**config.mk**
```make
export PLATFORM = sky130hd
export DESIGN_NAME = link_control_cycle_timer
export DESIGN_NICKNAME = d
export VERILOG_FILES = /design/src/core/link_control_pkg.sv /design/src/core/cycle_offset_counter.sv /design/src/core/link_control_cycle_timer.sv
export SDC_FILE = /design/constraint.sdc
export NUM_CORES = 1
export LEC_CHECK = 0
export BUFFER_PORTS_ARGS = -buffer_cell sky130_fd_sc_hd__buf_4
export CORE_MARGIN = 2
export CORE_UTILIZATION = 50
export CTS_CLUSTER_SIZE = 8
export DETAILED_ROUTE_END_ITERATION = 8
export PLACE_DENSITY = 0.75
export SYNTH_ARGS = -nofsm -noshare
export SYNTH_HDL_FRONTEND = slang
export SYNTH_HIERARCHICAL = 1
export SYNTH_SLANG_ARGS = --single-unit
```
**constraint.sdc**
```tcl
create_clock -name pclk -period 13.2 [get_ports pclk]
set_input_delay 0.66 -clock pclk [delete_from_list [all_inputs] [get_ports pclk]]
set_output_delay 0.66 -clock pclk [all_outputs]
set_load 0.02 [all_outputs]
```
**src/core/link_control_pkg.sv**
```systemverilog
package link_control_pkg;

   // ----------------------------------------------------------------
   // Register map
   // ----------------------------------------------------------------
   localparam int ADDR_W = 12;
   localparam logic [11:0] LINK_CTRL_SET_OFF = 12'h0e0;
   localparam logic [11:0] LINK_CTRL_CLR_OFF = 12'h0e4;
   localparam logic [11:0] NODE_IDENT_OFF = 12'h0e8;
   localparam logic [11:0] INT_STATUS_OFF = 12'h100;
   localparam logic [11:0] INT_MASK_OFF = 12'h104;
   localparam logic [11:0] SYNC_FILTER_OFF = 12'h108;
   localparam logic [11:0] CYCLE_OFFSET_OFF = 12'h10c;

   // ----------------------------------------------------------------
   // Link control fields
   // ----------------------------------------------------------------
   localparam int ROLL_SEL_BIT = 22;
   localparam int GEN_EN_BIT = 21;
   localparam int COUNT_EN_BIT = 20;
   localparam int PHY_PKT_BIT = 10;
   localparam int SELF_ID_BIT = 9;
   localparam int LOCK_BIT = 6;
   localparam logic [31:0] LINK_CTRL_USED = 32'h0070_0640;

   typedef struct packed {
      logic cycle_rollover_select;
      logic cycle_start_generator_enable;
      logic cycle_offset_count_enable;
      logic phy_packet_receive_enable;
      logic self_id_receive_enable;
      logic sync_filter_force_lock;
   } link_ctrl_t;

   localparam link_ctrl_t LINK_CTRL_RESET = '0;

   // ----------------------------------------------------------------
   // Node identity fields
   // ----------------------------------------------------------------
   localparam int ID_VALID_BIT = 31;
   localparam int ROOT_BIT = 30;
   localparam int CABLE_OK_BIT = 27;
   localparam int BUS_LSB = 6;
   localparam int BUS_W = 10;
   localparam int NODE_W = 6;
   localparam logic [BUS_W-1:0] BUS_NUMBER_RESET = 10'h3ff;

   typedef struct packed {
      logic id_valid;
      logic root;
      logic cable_ok;
      logic [BUS_W-1:0] bus_segment_number;
      logic [NODE_W-1:0] physical_node_number;
   } node_ident_t;

   // ----------------------------------------------------------------
   // Interrupt events
   // ----------------------------------------------------------------
   localparam int EV_W = 2;
   localparam int EV_ROLLOVER = 0;
   localparam int EV_OVERLONG = 1;
   localparam logic [EV_W-1:0] EV_RESET = 2'h0;

   // ----------------------------------------------------------------
   // Cycle timer
   // ----------------------------------------------------------------
   localparam int OFFSET_W = 12;
   localparam logic [OFFSET_W:0] CYCLE_TICKS = 13'h0c00;
   localparam int unsigned CLK_HZ = 10000000;
   localparam int unsigned TICK_HZ = 24576000;
   localparam logic [OFFSET_W-1:0] OFFSET_RESET = 12'h000;
   localparam logic [31:0] ACC_RESET = 32'h0000_0000;

endpackage

```
**src/core/cycle_offset_counter.sv**
```systemverilog
`timescale 1ns/1ps
module cycle_offset_counter
   import link_control_pkg::*;
#(
   parameter int unsigned CLK_HZ_P = CLK_HZ,
   parameter int unsigned TICK_HZ_P = TICK_HZ
) (
   input wire logic pclk,
   input wire logic presetn,
   input wire logic count_en,
   input wire logic external_mode,
   input wire logic external_edge,
   input wire logic load,
   input wire logic [OFFSET_W-1:0] load_value,
   output logic [OFFSET_W-1:0] cycle_offset,
   output logic rollover
);

   logic [31:0] acc;
   logic [31:0] next_acc;
   logic [31:0] sum;
   logic [1:0] ticks;
   logic [OFFSET_W:0] stepped;
   logic [OFFSET_W-1:0] next_offset;
   logic next_rollover;

   // Whole ticks of the fast clock within one pclk period
   function automatic logic [1:0] ticks_of(input logic [31:0] s);
      if (s >= 3 * CLK_HZ_P) begin
         return 2'd3;
      end else if (s >= 2 * CLK_HZ_P) begin
         return 2'd2;
      end else if (s >= CLK_HZ_P) begin
         return 2'd1;
      end
      return 2'd0;
   endfunction

   // ----------------------------------------------------------------
   // Offset and rollover
   // ----------------------------------------------------------------
   always_comb begin
      sum = acc + TICK_HZ_P;
      ticks = ticks_of(sum);
      next_acc = sum - 32'(ticks * CLK_HZ_P);
      stepped = {1'b0, cycle_offset} + {11'h000, ticks};
      next_offset = cycle_offset;
      next_rollover = 1'b0;
      if (load) begin
         next_offset = load_value;
      end else if (count_en) begin
         if (external_mode) begin
            if (external_edge) begin
               next_offset = OFFSET_RESET;
               next_rollover = 1'b1;
            end else if (stepped >= CYCLE_TICKS) begin
               next_offset = OFFSET_W'(stepped - CYCLE_TICKS);
            end else begin
               next_offset = stepped[OFFSET_W-1:0];
            end
         end else if (stepped >= CYCLE_TICKS) begin
            next_offset = OFFSET_W'(stepped - CYCLE_TICKS);
            next_rollover = 1'b1;
         end else begin
            next_offset = stepped[OFFSET_W-1:0];
         end
      end
   end

   always_ff @(posedge pclk or negedge presetn) begin
      if (!presetn) begin
         acc <= ACC_RESET;
         cycle_offset <= OFFSET_RESET;
         rollover <= 1'b0;
      end else begin
         acc <= next_acc;
         cycle_offset <= next_offset;
         rollover <= next_rollover;
      end
   end
endmodule // cycle_offset_counter

```
**src/core/link_control_cycle_timer.sv**
```systemverilog
`timescale 1ns/1ps
module link_control_cycle_timer
   import link_control_pkg::*;
#(
   parameter int NUM_CONTEXTS = 4
) (
   input wire logic pclk,
   input wire logic presetn,
   input wire logic psel,
   input wire logic penable,
   input wire logic pwrite,
   input wire logic [ADDR_W-1:0] paddr,
   input wire logic [31:0] pwdata,
   output logic [31:0] prdata,
   output logic pready,
   output logic pslverr,
   input wire logic external_cycle_input,
   input wire logic phy_node_valid,
   input wire logic [NODE_W-1:0] phy_node_number,
   input wire logic phy_root,
   input wire logic phy_cable_ok,
   input wire logic bus_reset,
   input wire logic overlong_cycle_event,
   input wire logic cycle_start_rx_valid,
   input wire logic [OFFSET_W-1:0] cycle_start_rx_offset,
   output logic cycle_start_emit,
   output logic [OFFSET_W-1:0] cycle_offset,
   input wire logic async_receive_request_enable,
   input wire logic phy_packet_rx,
   output logic phy_packet_accept,
   input wire logic self_id_rx,
   output logic self_id_accept,
   output logic [15:0] node_id,
   output logic [NUM_CONTEXTS-1:0] sync_filter_bit,
   output logic irq
);

   link_ctrl_t ctrl;
   link_ctrl_t next_ctrl;
   node_ident_t ident;
   node_ident_t next_ident;
   logic [EV_W-1:0] status;
   logic [EV_W-1:0] next_status;
   logic [EV_W-1:0] mask;
   logic [EV_W-1:0] next_mask;
   logic [NUM_CONTEXTS-1:0] sync_store;
   logic [NUM_CONTEXTS-1:0] next_sync_store;
   logic [31:0] next_prdata;
   logic ext_q1;
   logic ext_q2;
   logic ext_q3;
   logic ext_edge;
   logic rollover;
   logic rx_load;
   logic wr;
   logic hit;

   function automatic logic [31:0] ctrl_word(input link_ctrl_t c);
      logic [31:0] w;
      w = 32'h0000_0000;
      w[ROLL_SEL_BIT] = c.cycle_rollover_select;
      w[GEN_EN_BIT] = c.cycle_start_generator_enable;
      w[COUNT_EN_BIT] = c.cycle_offset_count_enable;
      w[PHY_PKT_BIT] = c.phy_packet_receive_enable;
      w[SELF_ID_BIT] = c.self_id_receive_enable;
      w[LOCK_BIT] = c.sync_filter_force_lock;
      return w;
   endfunction

   // ----------------------------------------------------------------
   // External cycle input synchroniser
   // ----------------------------------------------------------------
   always_ff @(posedge pclk or negedge presetn) begin
      if (!presetn) begin
         ext_q1 <= 1'b0;
         ext_q2 <= 1'b0;
         ext_q3 <= 1'b0;
      end else begin
         ext_q1 <= external_cycle_input;
         ext_q2 <= ext_q1;
         ext_q3 <= ext_q2;
      end
   end

   assign ext_edge = ext_q2 && !ext_q3;
   assign rx_load = cycle_start_rx_valid && !ident.root;

   cycle_offset_counter u_counter (
      .pclk(pclk),
      .presetn(presetn),
      .count_en(ctrl.cycle_offset_count_enable),
      .external_mode(ctrl.cycle_rollover_select),
      .external_edge(ext_edge),
      .load(rx_load),
      .load_value(cycle_start_rx_offset),
      .cycle_offset(cycle_offset),
      .rollover(rollover)
   );

   // ----------------------------------------------------------------
   // Bus decode and outputs
   // ----------------------------------------------------------------
   assign wr = psel && penable && pwrite;
   assign hit = paddr == LINK_CTRL_SET_OFF || paddr == LINK_CTRL_CLR_OFF ||
                paddr == NODE_IDENT_OFF || paddr == INT_STATUS_OFF ||
                paddr == INT_MASK_OFF || paddr == SYNC_FILTER_OFF ||
                paddr == CYCLE_OFFSET_OFF;
   assign pready = 1'b1;
   assign pslverr = psel && penable && !hit;
   assign irq = |(status & mask);
   assign cycle_start_emit = rollover && ctrl.cycle_start_generator_enable && ident.root;
   assign phy_packet_accept = phy_packet_rx && ctrl.phy_packet_receive_enable &&
                              async_receive_request_enable;
   assign self_id_accept = self_id_rx && ctrl.self_id_receive_enable;
   assign node_id = {ident.bus_segment_number, ident.physical_node_number};
   assign sync_filter_bit = sync_store | {NUM_CONTEXTS{ctrl.sync_filter_force_lock}};

   // ----------------------------------------------------------------
   // Register next values
   // ----------------------------------------------------------------
   always_comb begin
      next_ctrl = ctrl;
      next_ident = ident;
      next_mask = mask;
      next_sync_store = sync_store;
      next_status = status;
      next_prdata = prdata;
      if (wr && paddr == LINK_CTRL_SET_OFF) begin
         next_ctrl.cycle_rollover_select = ctrl.cycle_rollover_select | pwdata[ROLL_SEL_BIT];
         next_ctrl.cycle_start_generator_enable = ctrl.cycle_start_generator_enable |
            (pwdata[GEN_EN_BIT] && !status[EV_OVERLONG]);
         next_ctrl.cycle_offset_count_enable = ctrl.cycle_offset_count_enable |
            pwdata[COUNT_EN_BIT];
         next_ctrl.phy_packet_receive_enable = ctrl.phy_packet_receive_enable |
            pwdata[PHY_PKT_BIT];
         next_ctrl.self_id_receive_enable = ctrl.self_id_receive_enable | pwdata[SELF_ID_BIT];
         next_ctrl.sync_filter_force_lock = ctrl.sync_filter_force_lock | pwdata[LOCK_BIT];
      end
      if (wr && paddr == LINK_CTRL_CLR_OFF) begin
         next_ctrl.cycle_rollover_select = ctrl.cycle_rollover_select & !pwdata[ROLL_SEL_BIT];
         next_ctrl.cycle_start_generator_enable = ctrl.cycle_start_generator_enable &
            !pwdata[GEN_EN_BIT];
         next_ctrl.cycle_offset_count_enable = ctrl.cycle_offset_count_enable &
            !pwdata[COUNT_EN_BIT];
         next_ctrl.phy_packet_receive_enable = ctrl.phy_packet_receive_enable &
            !pwdata[PHY_PKT_BIT];
         next_ctrl.self_id_receive_enable = ctrl.self_id_receive_enable & !pwdata[SELF_ID_BIT];
      end
      if (wr && paddr == NODE_IDENT_OFF) begin
         next_ident.bus_segment_number = pwdata[BUS_LSB +: BUS_W];
      end
      if (bus_reset) begin
         next_ident.id_valid = 1'b0;
      end else if (phy_node_valid) begin
         next_ident.id_valid = 1'b1;
         next_ident.root = phy_root;
         next_ident.physical_node_number = phy_node_number;
      end
      next_ident.cable_ok = phy_cable_ok;
      if (wr && paddr == INT_MASK_OFF) begin
         next_mask = pwdata[EV_W-1:0];
      end
      if (wr && paddr == SYNC_FILTER_OFF) begin
         next_sync_store = pwdata[NUM_CONTEXTS-1:0];
      end
      if (wr && paddr == INT_STATUS_OFF) begin
         next_status = status & ~pwdata[EV_W-1:0];
      end
      next_status[EV_ROLLOVER] = next_status[EV_ROLLOVER] | rollover;
      next_status[EV_OVERLONG] = next_status[EV_OVERLONG] | overlong_cycle_event;
      if (next_status[EV_OVERLONG]) begin
         next_ctrl.cycle_start_generator_enable = 1'b0;
      end
      if (psel && !penable) begin
         unique case (paddr)
            LINK_CTRL_SET_OFF, LINK_CTRL_CLR_OFF: next_prdata = ctrl_word(ctrl);
            NODE_IDENT_OFF: begin
               next_prdata = 32'h0000_0000;
               next_prdata[ID_VALID_BIT] = ident.id_valid;
               next_prdata[ROOT_BIT] = ident.root;
               next_prdata[CABLE_OK_BIT] = ident.cable_ok;
               next_prdata[15:0] = node_id;
            end
            INT_STATUS_OFF: next_prdata = {{(32-EV_W){1'b0}}, status};
            INT_MASK_OFF: next_prdata = {{(32-EV_W){1'b0}}, mask};
            SYNC_FILTER_OFF: next_prdata = {{(32-NUM_CONTEXTS){1'b0}}, sync_filter_bit};
            CYCLE_OFFSET_OFF: next_prdata = {{(32-OFFSET_W){1'b0}}, cycle_offset};
            default: next_prdata = 32'h0000_0000;
         endcase
      end
   end

   always_ff @(posedge pclk or negedge presetn) begin
      if (!presetn) begin
         ctrl <= LINK_CTRL_RESET;
         ident <= '{id_valid: 1'b0, root: 1'b0, cable_ok: 1'b0,
                    bus_segment_number: BUS_NUMBER_RESET, physical_node_number: '0};
         status <= EV_RESET;
         mask <= EV_RESET;
         sync_store <= '0;
         prdata <= 32'h0000_0000;
      end else begin
         ctrl <= next_ctrl;
         ident <= next_ident;
         status <= next_status;
         mask <= next_mask;
         sync_store <= next_sync_store;
         prdata <= next_prdata;
      end
   end
endmodule // link_control_cycle_timer

```
==> flow_metrics.env, run 1 <==
export IMPL_status="complete, no violations"
export IMPL_critPathLaunch="u_counter/acc[16]"
export IMPL_grt_pass1_vias=5126
export IMPL_min_period_ps=5470
export IMPL_finalMaxSlewViolations=0
export IMPL_cts_resized=0
export IMPL_syn_avg_cell_area_um2=9.71
export IMPL_hp_class="input pin to async pin"
export IMPL_seqCellArea_um2=2410
export IMPL_clockBufferDepth=2
export IMPL_drt_wl_total_um=15900
export IMPL_path_class="flip-flop to flip-flop"
export IMPL_powerDensity_nw_per_um2=98.0
export IMPL_start_kind="flip-flop"
export IMPL_setup_viol=0
export IMPL_cp_slowest_cell="dfrtp_1"
export IMPL_synthAdderAreaFrac_pct=5.30
export IMPL_die_area_um2=13300
export IMPL_drc_errors=0
export IMPL_r2r_worst_path_cells=23
export IMPL_synthTopCellsByCount="dfrtp_1, nand2_1, nor2_1, buf_4, o21ai_0"
export IMPL_ys_ff_latch=96
export IMPL_synth_seq_area_share_pct=39.0
export IMPL_core_area_um2=12100
export IMPL_slew_headroom_pct=9.78
export IMPL_setup_tns_ps=0
export IMPL_cts_setup_buffers=0
export IMPL_maxCapViolations=0
export IMPL_drt_iter0_markers=311
export IMPL_std_cell_rows=40
export IMPL_cts_buffers=9
export IMPL_avgRoutedWirePerCell_um=17.7
export IMPL_synthArstFlopShare_pct=100
export IMPL_yosys_warnings=6
export IMPL_yosysTopAreaCell="dfrtp_1"
export IMPL_antenna_cells=0
export IMPL_ios=147
export IMPL_clk_pin_slew_ps=70
export IMPL_grt_overflow=0
export IMPL_fin_area_um2=7350
export IMPL_synth_mux_area_share_pct=5.12
export IMPL_grt_pass1_wl_um=25300
export IMPL_arrival_ps=5700
export IMPL_cts_num_sinks=96
export IMPL_reg2reg_from="u_counter/acc[16]"
export IMPL_grt_max_degree=59
export IMPL_grt_antenna_before_repair=0
export IMPL_drt_pass1_iter_count=5
export IMPL_multi_input_area_um2=3390
export IMPL_synthXorXnorAreaFrac_pct=6.63
export IMPL_drive_gt1_share_pct=27.2
export IMPL_die_w_um=115
export IMPL_synth_most_common_cell="dfrtp_1"
export IMPL_synth_edf_count=0
export IMPL_vias_per_cell=5.80
export IMPL_rrSetupSlack_ps=7730
export IMPL_h_tree_depth=3
export IMPL_io_buffers=120
export IMPL_cp_max_fo=8
export IMPL_yosysTopAreaCellShare_pct=34.8
export IMPL_postRouteAntennaNets=0
export IMPL_crit_end="u_counter/rollover"
export IMPL_clock_skew_final_ps=6.85
export IMPL_cts_tree="built"
export IMPL_initial_core_util_pct=51.3
export IMPL_n_fill_cell=998
export IMPL_yosysUniqueCellTypes=78
export IMPL_syn_instance_count=637
export IMPL_fp_dieH_um=115
export IMPL_critPathRequiredTime_ps=13430
export IMPL_power_leakage_nw=3.41
export IMPL_rr_endpoint="u_counter/rollover"
export IMPL_hold_viol_final=0
export IMPL_gp_congestion=0.906
export IMPL_hold_buffers=0
export IMPL_synth_top_family_by_area="simple AND/OR/NAND/NOR gates"
export IMPL_grtUsageTotal_pct=24.3
export IMPL_ys_flop_type="dfrtp_1"
export IMPL_num_vias=5234
export IMPL_ir_worst_vdd_v=0.0000533
export IMPL_postPlaceCellArea_um2=7030
export IMPL_crit_path_max_incr_delay_ps=480
export IMPL_yosys_area_share_simple_pct=19.2
export IMPL_tightestPinTransition_ps=1330
export IMPL_min_period_over_period_pct=41.4
export IMPL_end_kind="flip-flop"
export IMPL_nNetsFinal=831
export IMPL_root_buffer="clkbuf_16"
export IMPL_fmax_mhz=183
export IMPL_grt_setup_unrepaired="false"
export IMPL_post_dp_hpwl_um=12100
export IMPL_synth_compound_area_share_pct=17.9
export IMPL_syn_to_final_growth_pct=18.9
export IMPL_clock_latency_ps=350
export IMPL_synthTopCellsByArea="dfrtp_1, ha_1, dfstp_2, nand2_1, mux2_2"
export IMPL_path_cells="inv_1, ha_1, nand2b_1, a211oi_1, xnor2_1, nand2b_1, a32oi_1, nor2_1, o21bai_1, ha_1, inv_1, fa_1, and4b_1, nor2b_1, nand3_1, xor2_1, inv_1, ha_1, nand4b_1, nor4_1, a31o_2, a211oi_1, nor3_1"
export IMPL_netlist_area_um2=6190
==> cells in the final DEF (no fill, tap or decap), types with 13 or more instances in the layout <==
master / instances
a21oi_1: 22
a22oi_1: 13
buf_4: 122
dfrtp_1: 86
ha_1: 23
inv_1: 27
mux2_2: 21
nand2_1: 65
nand3_1: 25
nor2_1: 32
o21ai_0: 28
xnor2_1: 25
xor2_1: 20
==> cells by family after synthesis <==
kind of cell	after synthesis
and+or+nand+nor	213
AOI/OAI and AO/OA	149
DFF	96
buffers and inverters	77
xor gates and xnor gates	46
muxes	29
adders and majority gates	25
other	2
==> metal layers <==
metal	global-route usage [%]	wire length, um	up-vias
li1	-	-	2461
met5	0	0	-
met1	30.6	6680	2522
met2	41.8	7900	213
met3	3.43	962	38
met4	10.8	412	0
==> through the flow <==
step                      cells  setup slack [ps]  utilization (%)  hold slack [ps]  total power (W)
final                       902              7730             61.0              266         0.000720
after global routing        902              7250             61.0              306         0.000749
after CTS                   902              7760             61.0              285         0.000725
after detailed placement    886              7780             58.3              369         0.000438
after global placement      886              7870             58.3              357         0.000435
after floorplan             646              8610                -              331         0.000388
==> power breakdown <==
part | internal, W | total (W) | switching [W] | leakage (nW)
registers | 0.000306 | 0.000328 | 0.0000222 | 1.21
clock network | 0.000168 | 0.000287 | 0.000119 | 0.157
logic | 0.0000454 | 0.000106 | 0.0000601 | 2.04
==> state kept, by name (all words and copies together), names as in the netlist <==
| name | count |
|---|---|
| u_counter/acc | 25 |
| prdata | 22 |
| node_id | 16 |
| u_counter/cycle_offset | 12 |
| ctrl | 6 |
| sync_store | 4 |
| ident | 3 |
| mask | 2 |
| status | 2 |
| ext_q1 | 1 |
| ext_q2 | 1 |
| ext_q3 | 1 |
| u_counter/rollover | 1 |
==> layout make-up <==
cell class	count	share of cell area, %
Multi-Input combinational cell	473	46.1
Sequential cell	96	32.8
Timing Repair Buffer	122	12.5
Clock buffer	9	3.06
Tap cell	168	2.86
Inverter	27	1.38
Clock inverter	7	1.34
==> worst min path at each step <==
stage	start	to	cells past startpoint
3_5_place_dp	ext_q1	ext_q2	0
2_1_floorplan	ext_q1	ext_q2	0
6_report	presetn	sync_store[1]	1
5_1_grt	presetn	sync_store[1]	1
4_1_cts	presetn	sync_store[1]	1
3_3_place_gp	ext_q2	ext_q3	0
==> worst max-delay path: cells and delay by family (launching register included) <==
kind | cells | cell delay (ps)
DFF | 1 | 480
buffers and inverters | 3 | 310
AOI/OAI and AO/OA | 5 | 1480
and+or+nand+nor | 9 | 1340
adders and majority gates | 4 | 1220
xor gates and xnor gates | 2 | 510
No activity file was read; power rests on OpenSTA's default activity.
==> inputs of run 2 (changes only) <==
==> constraint.sdc (replaced) <==
create_clock -name pclk -period 5.5 [get_ports pclk]
set_input_delay 0.275 -clock pclk [delete_from_list [all_inputs] [get_ports pclk]]
set_output_delay 0.275 -clock pclk [all_outputs]
set_load 0.02 [all_outputs]
==> run 2 against run 1 <==
Against the previous run: final cell count increased by 0.11%; design area increased by 0.10%; critical endpoint is now u_counter/acc[31]; die area unchanged; count of clock-buffer cells in the layout increased by 1; core utilization increased by 0.062 points; non-clock buffer count increased by 1; global-route usage increased by 0.19 points; combinational power increased by 140%; hold slack got worse by 230 ps; clock power increased by 120%.
==> flow_metrics.env, run 2 (synthesis gave the netlist of run 1 again) <==
export IMPL_drive_gt1_share_pct=27.9
export IMPL_grt_overflow=0
export IMPL_p_clk_share_pct=37.1
export IMPL_top_register="u_counter/acc"
export IMPL_switching_power_w=0.000496
export IMPL_antenna_cells=0
export IMPL_clk_pin_slew_ps=70
export IMPL_path_cells="inv_1, ha_2, nand2b_1, a21bo_2, a21oi_4, a31oi_2, o32ai_4, nand4_1, inv_1, ha_1, ha_1, o211ai_1, a211oi_1, nor3_2, o21ai_1, a221oi_2, nand4_1, xor2_1"
export IMPL_layout_common_cells="buf_4, dfrtp_1, nand2_1"
export IMPL_die_area_um2=13300
export IMPL_min_period_over_period_pct=92.9
export IMPL_cts_setup_buffers=0
export IMPL_cp_slowest_cell="a221oi_2"
export IMPL_swShare_pct=29.8
export IMPL_postRouteAntennaNets=0
export IMPL_power_leakage_nw=3.40
export IMPL_final_util_pct=61.0
export IMPL_min_period_ps=5110
export IMPL_grt_pass1_wl_um=25500
export IMPL_post_dp_hpwl_um=12200
export IMPL_die_w_um=115
export IMPL_cp_max_fo=8
export IMPL_grt_antenna_before_repair=0
export IMPL_grt_max_degree=59
export IMPL_hold_ws_ps=36.1
export IMPL_powerDensity_nw_per_um2=226
export IMPL_core_area_um2=12100
export IMPL_crit_path_max_incr_delay_ps=510
export IMPL_power_frac_seq_pct=47.3
export IMPL_fmax_mhz=196
export IMPL_clock_skew_final_ps=7.19
export IMPL_drt_pass1_iter_count=5
export IMPL_largest_reg_flops=25
export IMPL_path_class="flip-flop to flip-flop"
export IMPL_vias_per_cell=5.96
export IMPL_grt_pass1_vias=5268
export IMPL_syn_to_final_growth_pct=19.0
export IMPL_p_int_w=0.00117
export IMPL_nNetsFinal=832
export IMPL_fp_dieH_um=115
export IMPL_finalMaxSlewViolations=0
export IMPL_drc_errors=0
export IMPL_start_kind="flip-flop"
export IMPL_cts_tree="built"
export IMPL_end_kind="flip-flop"
export IMPL_clock_latency_ps=350
export IMPL_arrival_ps=5320
export IMPL_num_vias=5380
export IMPL_ir_worst_vdd_v=0.000185
export IMPL_layout_commonest_cell="buf_4"
export IMPL_ios=147
export IMPL_hp_class="input pin to flip-flop"
export IMPL_io_buffers=120
export IMPL_finalPower_w=0.00167
export IMPL_h_tree_depth=3
export IMPL_drt_wl_total_um=16000
export IMPL_setup_viol=0
export IMPL_grtUsageTotal_pct=24.5
export IMPL_cts_buffers=9
export IMPL_hold_viol_final=0
export IMPL_root_buffer="clkbuf_16"
export IMPL_status="complete, no violations"
export IMPL_gp_congestion=0.925
export IMPL_combinationalPowerShare_pct=15.6
export IMPL_cts_num_sinks=96
export IMPL_clockBufferDepth=2
export IMPL_critPathRequiredTime_ps=5720
export IMPL_avgRoutedWirePerCell_um=17.7
export IMPL_drt_iter0_markers=471
export IMPL_slew_headroom_pct=11.1
export IMPL_initial_core_util_pct=51.3
export IMPL_tightestPinTransition_ps=1320
export IMPL_maxCapViolations=0
export IMPL_std_cell_rows=40
[run 2: power by group through the flow]
stage	Sequential (W)	Combinational [W]	Clock (W)
finish	0.000789	0.000259	0.000618
global route	0.000792	0.000281	0.000655
CTS	0.000786	0.000257	0.000629
detailed placement	0.000800	0.000255	0
global placement	0.000799	0.000248	0
floorplan	0.000803	0.000128	0
[run 2: through the flow]
step / worst slack (ps) / cells / setup TNS (ps) / area (um^2)
4_1_cts: 235 / 903 / 0 / 7330
3_5_place_dp: 247 / 886 / 0 / 7030
2_1_floorplan: 906 / 646 / 0 / 6220
5_1_grt: -11.2 / 903 / -17.0 / 7360
6_report: 391 / 903 / 0 / 7360
3_3_place_gp: 463 / 886 / 0 / 7030
[run 2: final cells by class]
class / instances / area (um^2)
Fill cell: 1019 / 4700
Clock inverter: 6 / 50.0
Tap cell: 168 / 210
Sequential cell: 96 / 2410
Inverter: 27 / 101
Timing Repair Buffer: 123 / 926
Multi-Input combinational cell: 473 / 3420
Clock buffer: 10 / 239
[run 2: repair_timing]
| item | in CTS | in global routing |
|---|---|---|
| gates resized for setup | 0 | 6 |
| hold buffers | 1 | 0 |
| hold endpoints to repair | 35 | 0 |
| setup endpoints to repair | 0 | 3 |
[run 2: routing by layer]
metal / vias up / GRT usage (%) / part of all wire [%]
li1: 2464 / - / -
met1: 2628 / 30.9 / 41
met2: 244 / 41.7 / 49
met3: 44 / 3.80 / 6.8
met4: 0 / 11.0 / 3.0
met5: - / 0 / 0
[run 2: worst max-delay path: cells and delay by family, from the launching register on]
family / cells / cell delay, ps
adders and majority gates: 3 / 940
xor gates and xnor gates: 1 / 180
buffers and inverters: 2 / 470
and+or+nand+nor: 4 / 890
AOI/OAI and AO/OA: 8 / 2040
DFF: 1 / 470
[run 2: worst paths after layout]
path,slack (ps),to,from,cells after the start
max,390,u_counter/acc[31],u_counter/acc[16],18
min,40,ext_q1,external_cycle_input,1
max reg2reg,390,u_counter/acc[31],u_counter/acc[16],18
min reg2reg,370,ext_q3,ext_q2,0
max in group asynchronous,3890,u_counter/cycle_offset[3],presetn,3
min in group asynchronous,440,sync_store[1],presetn,2
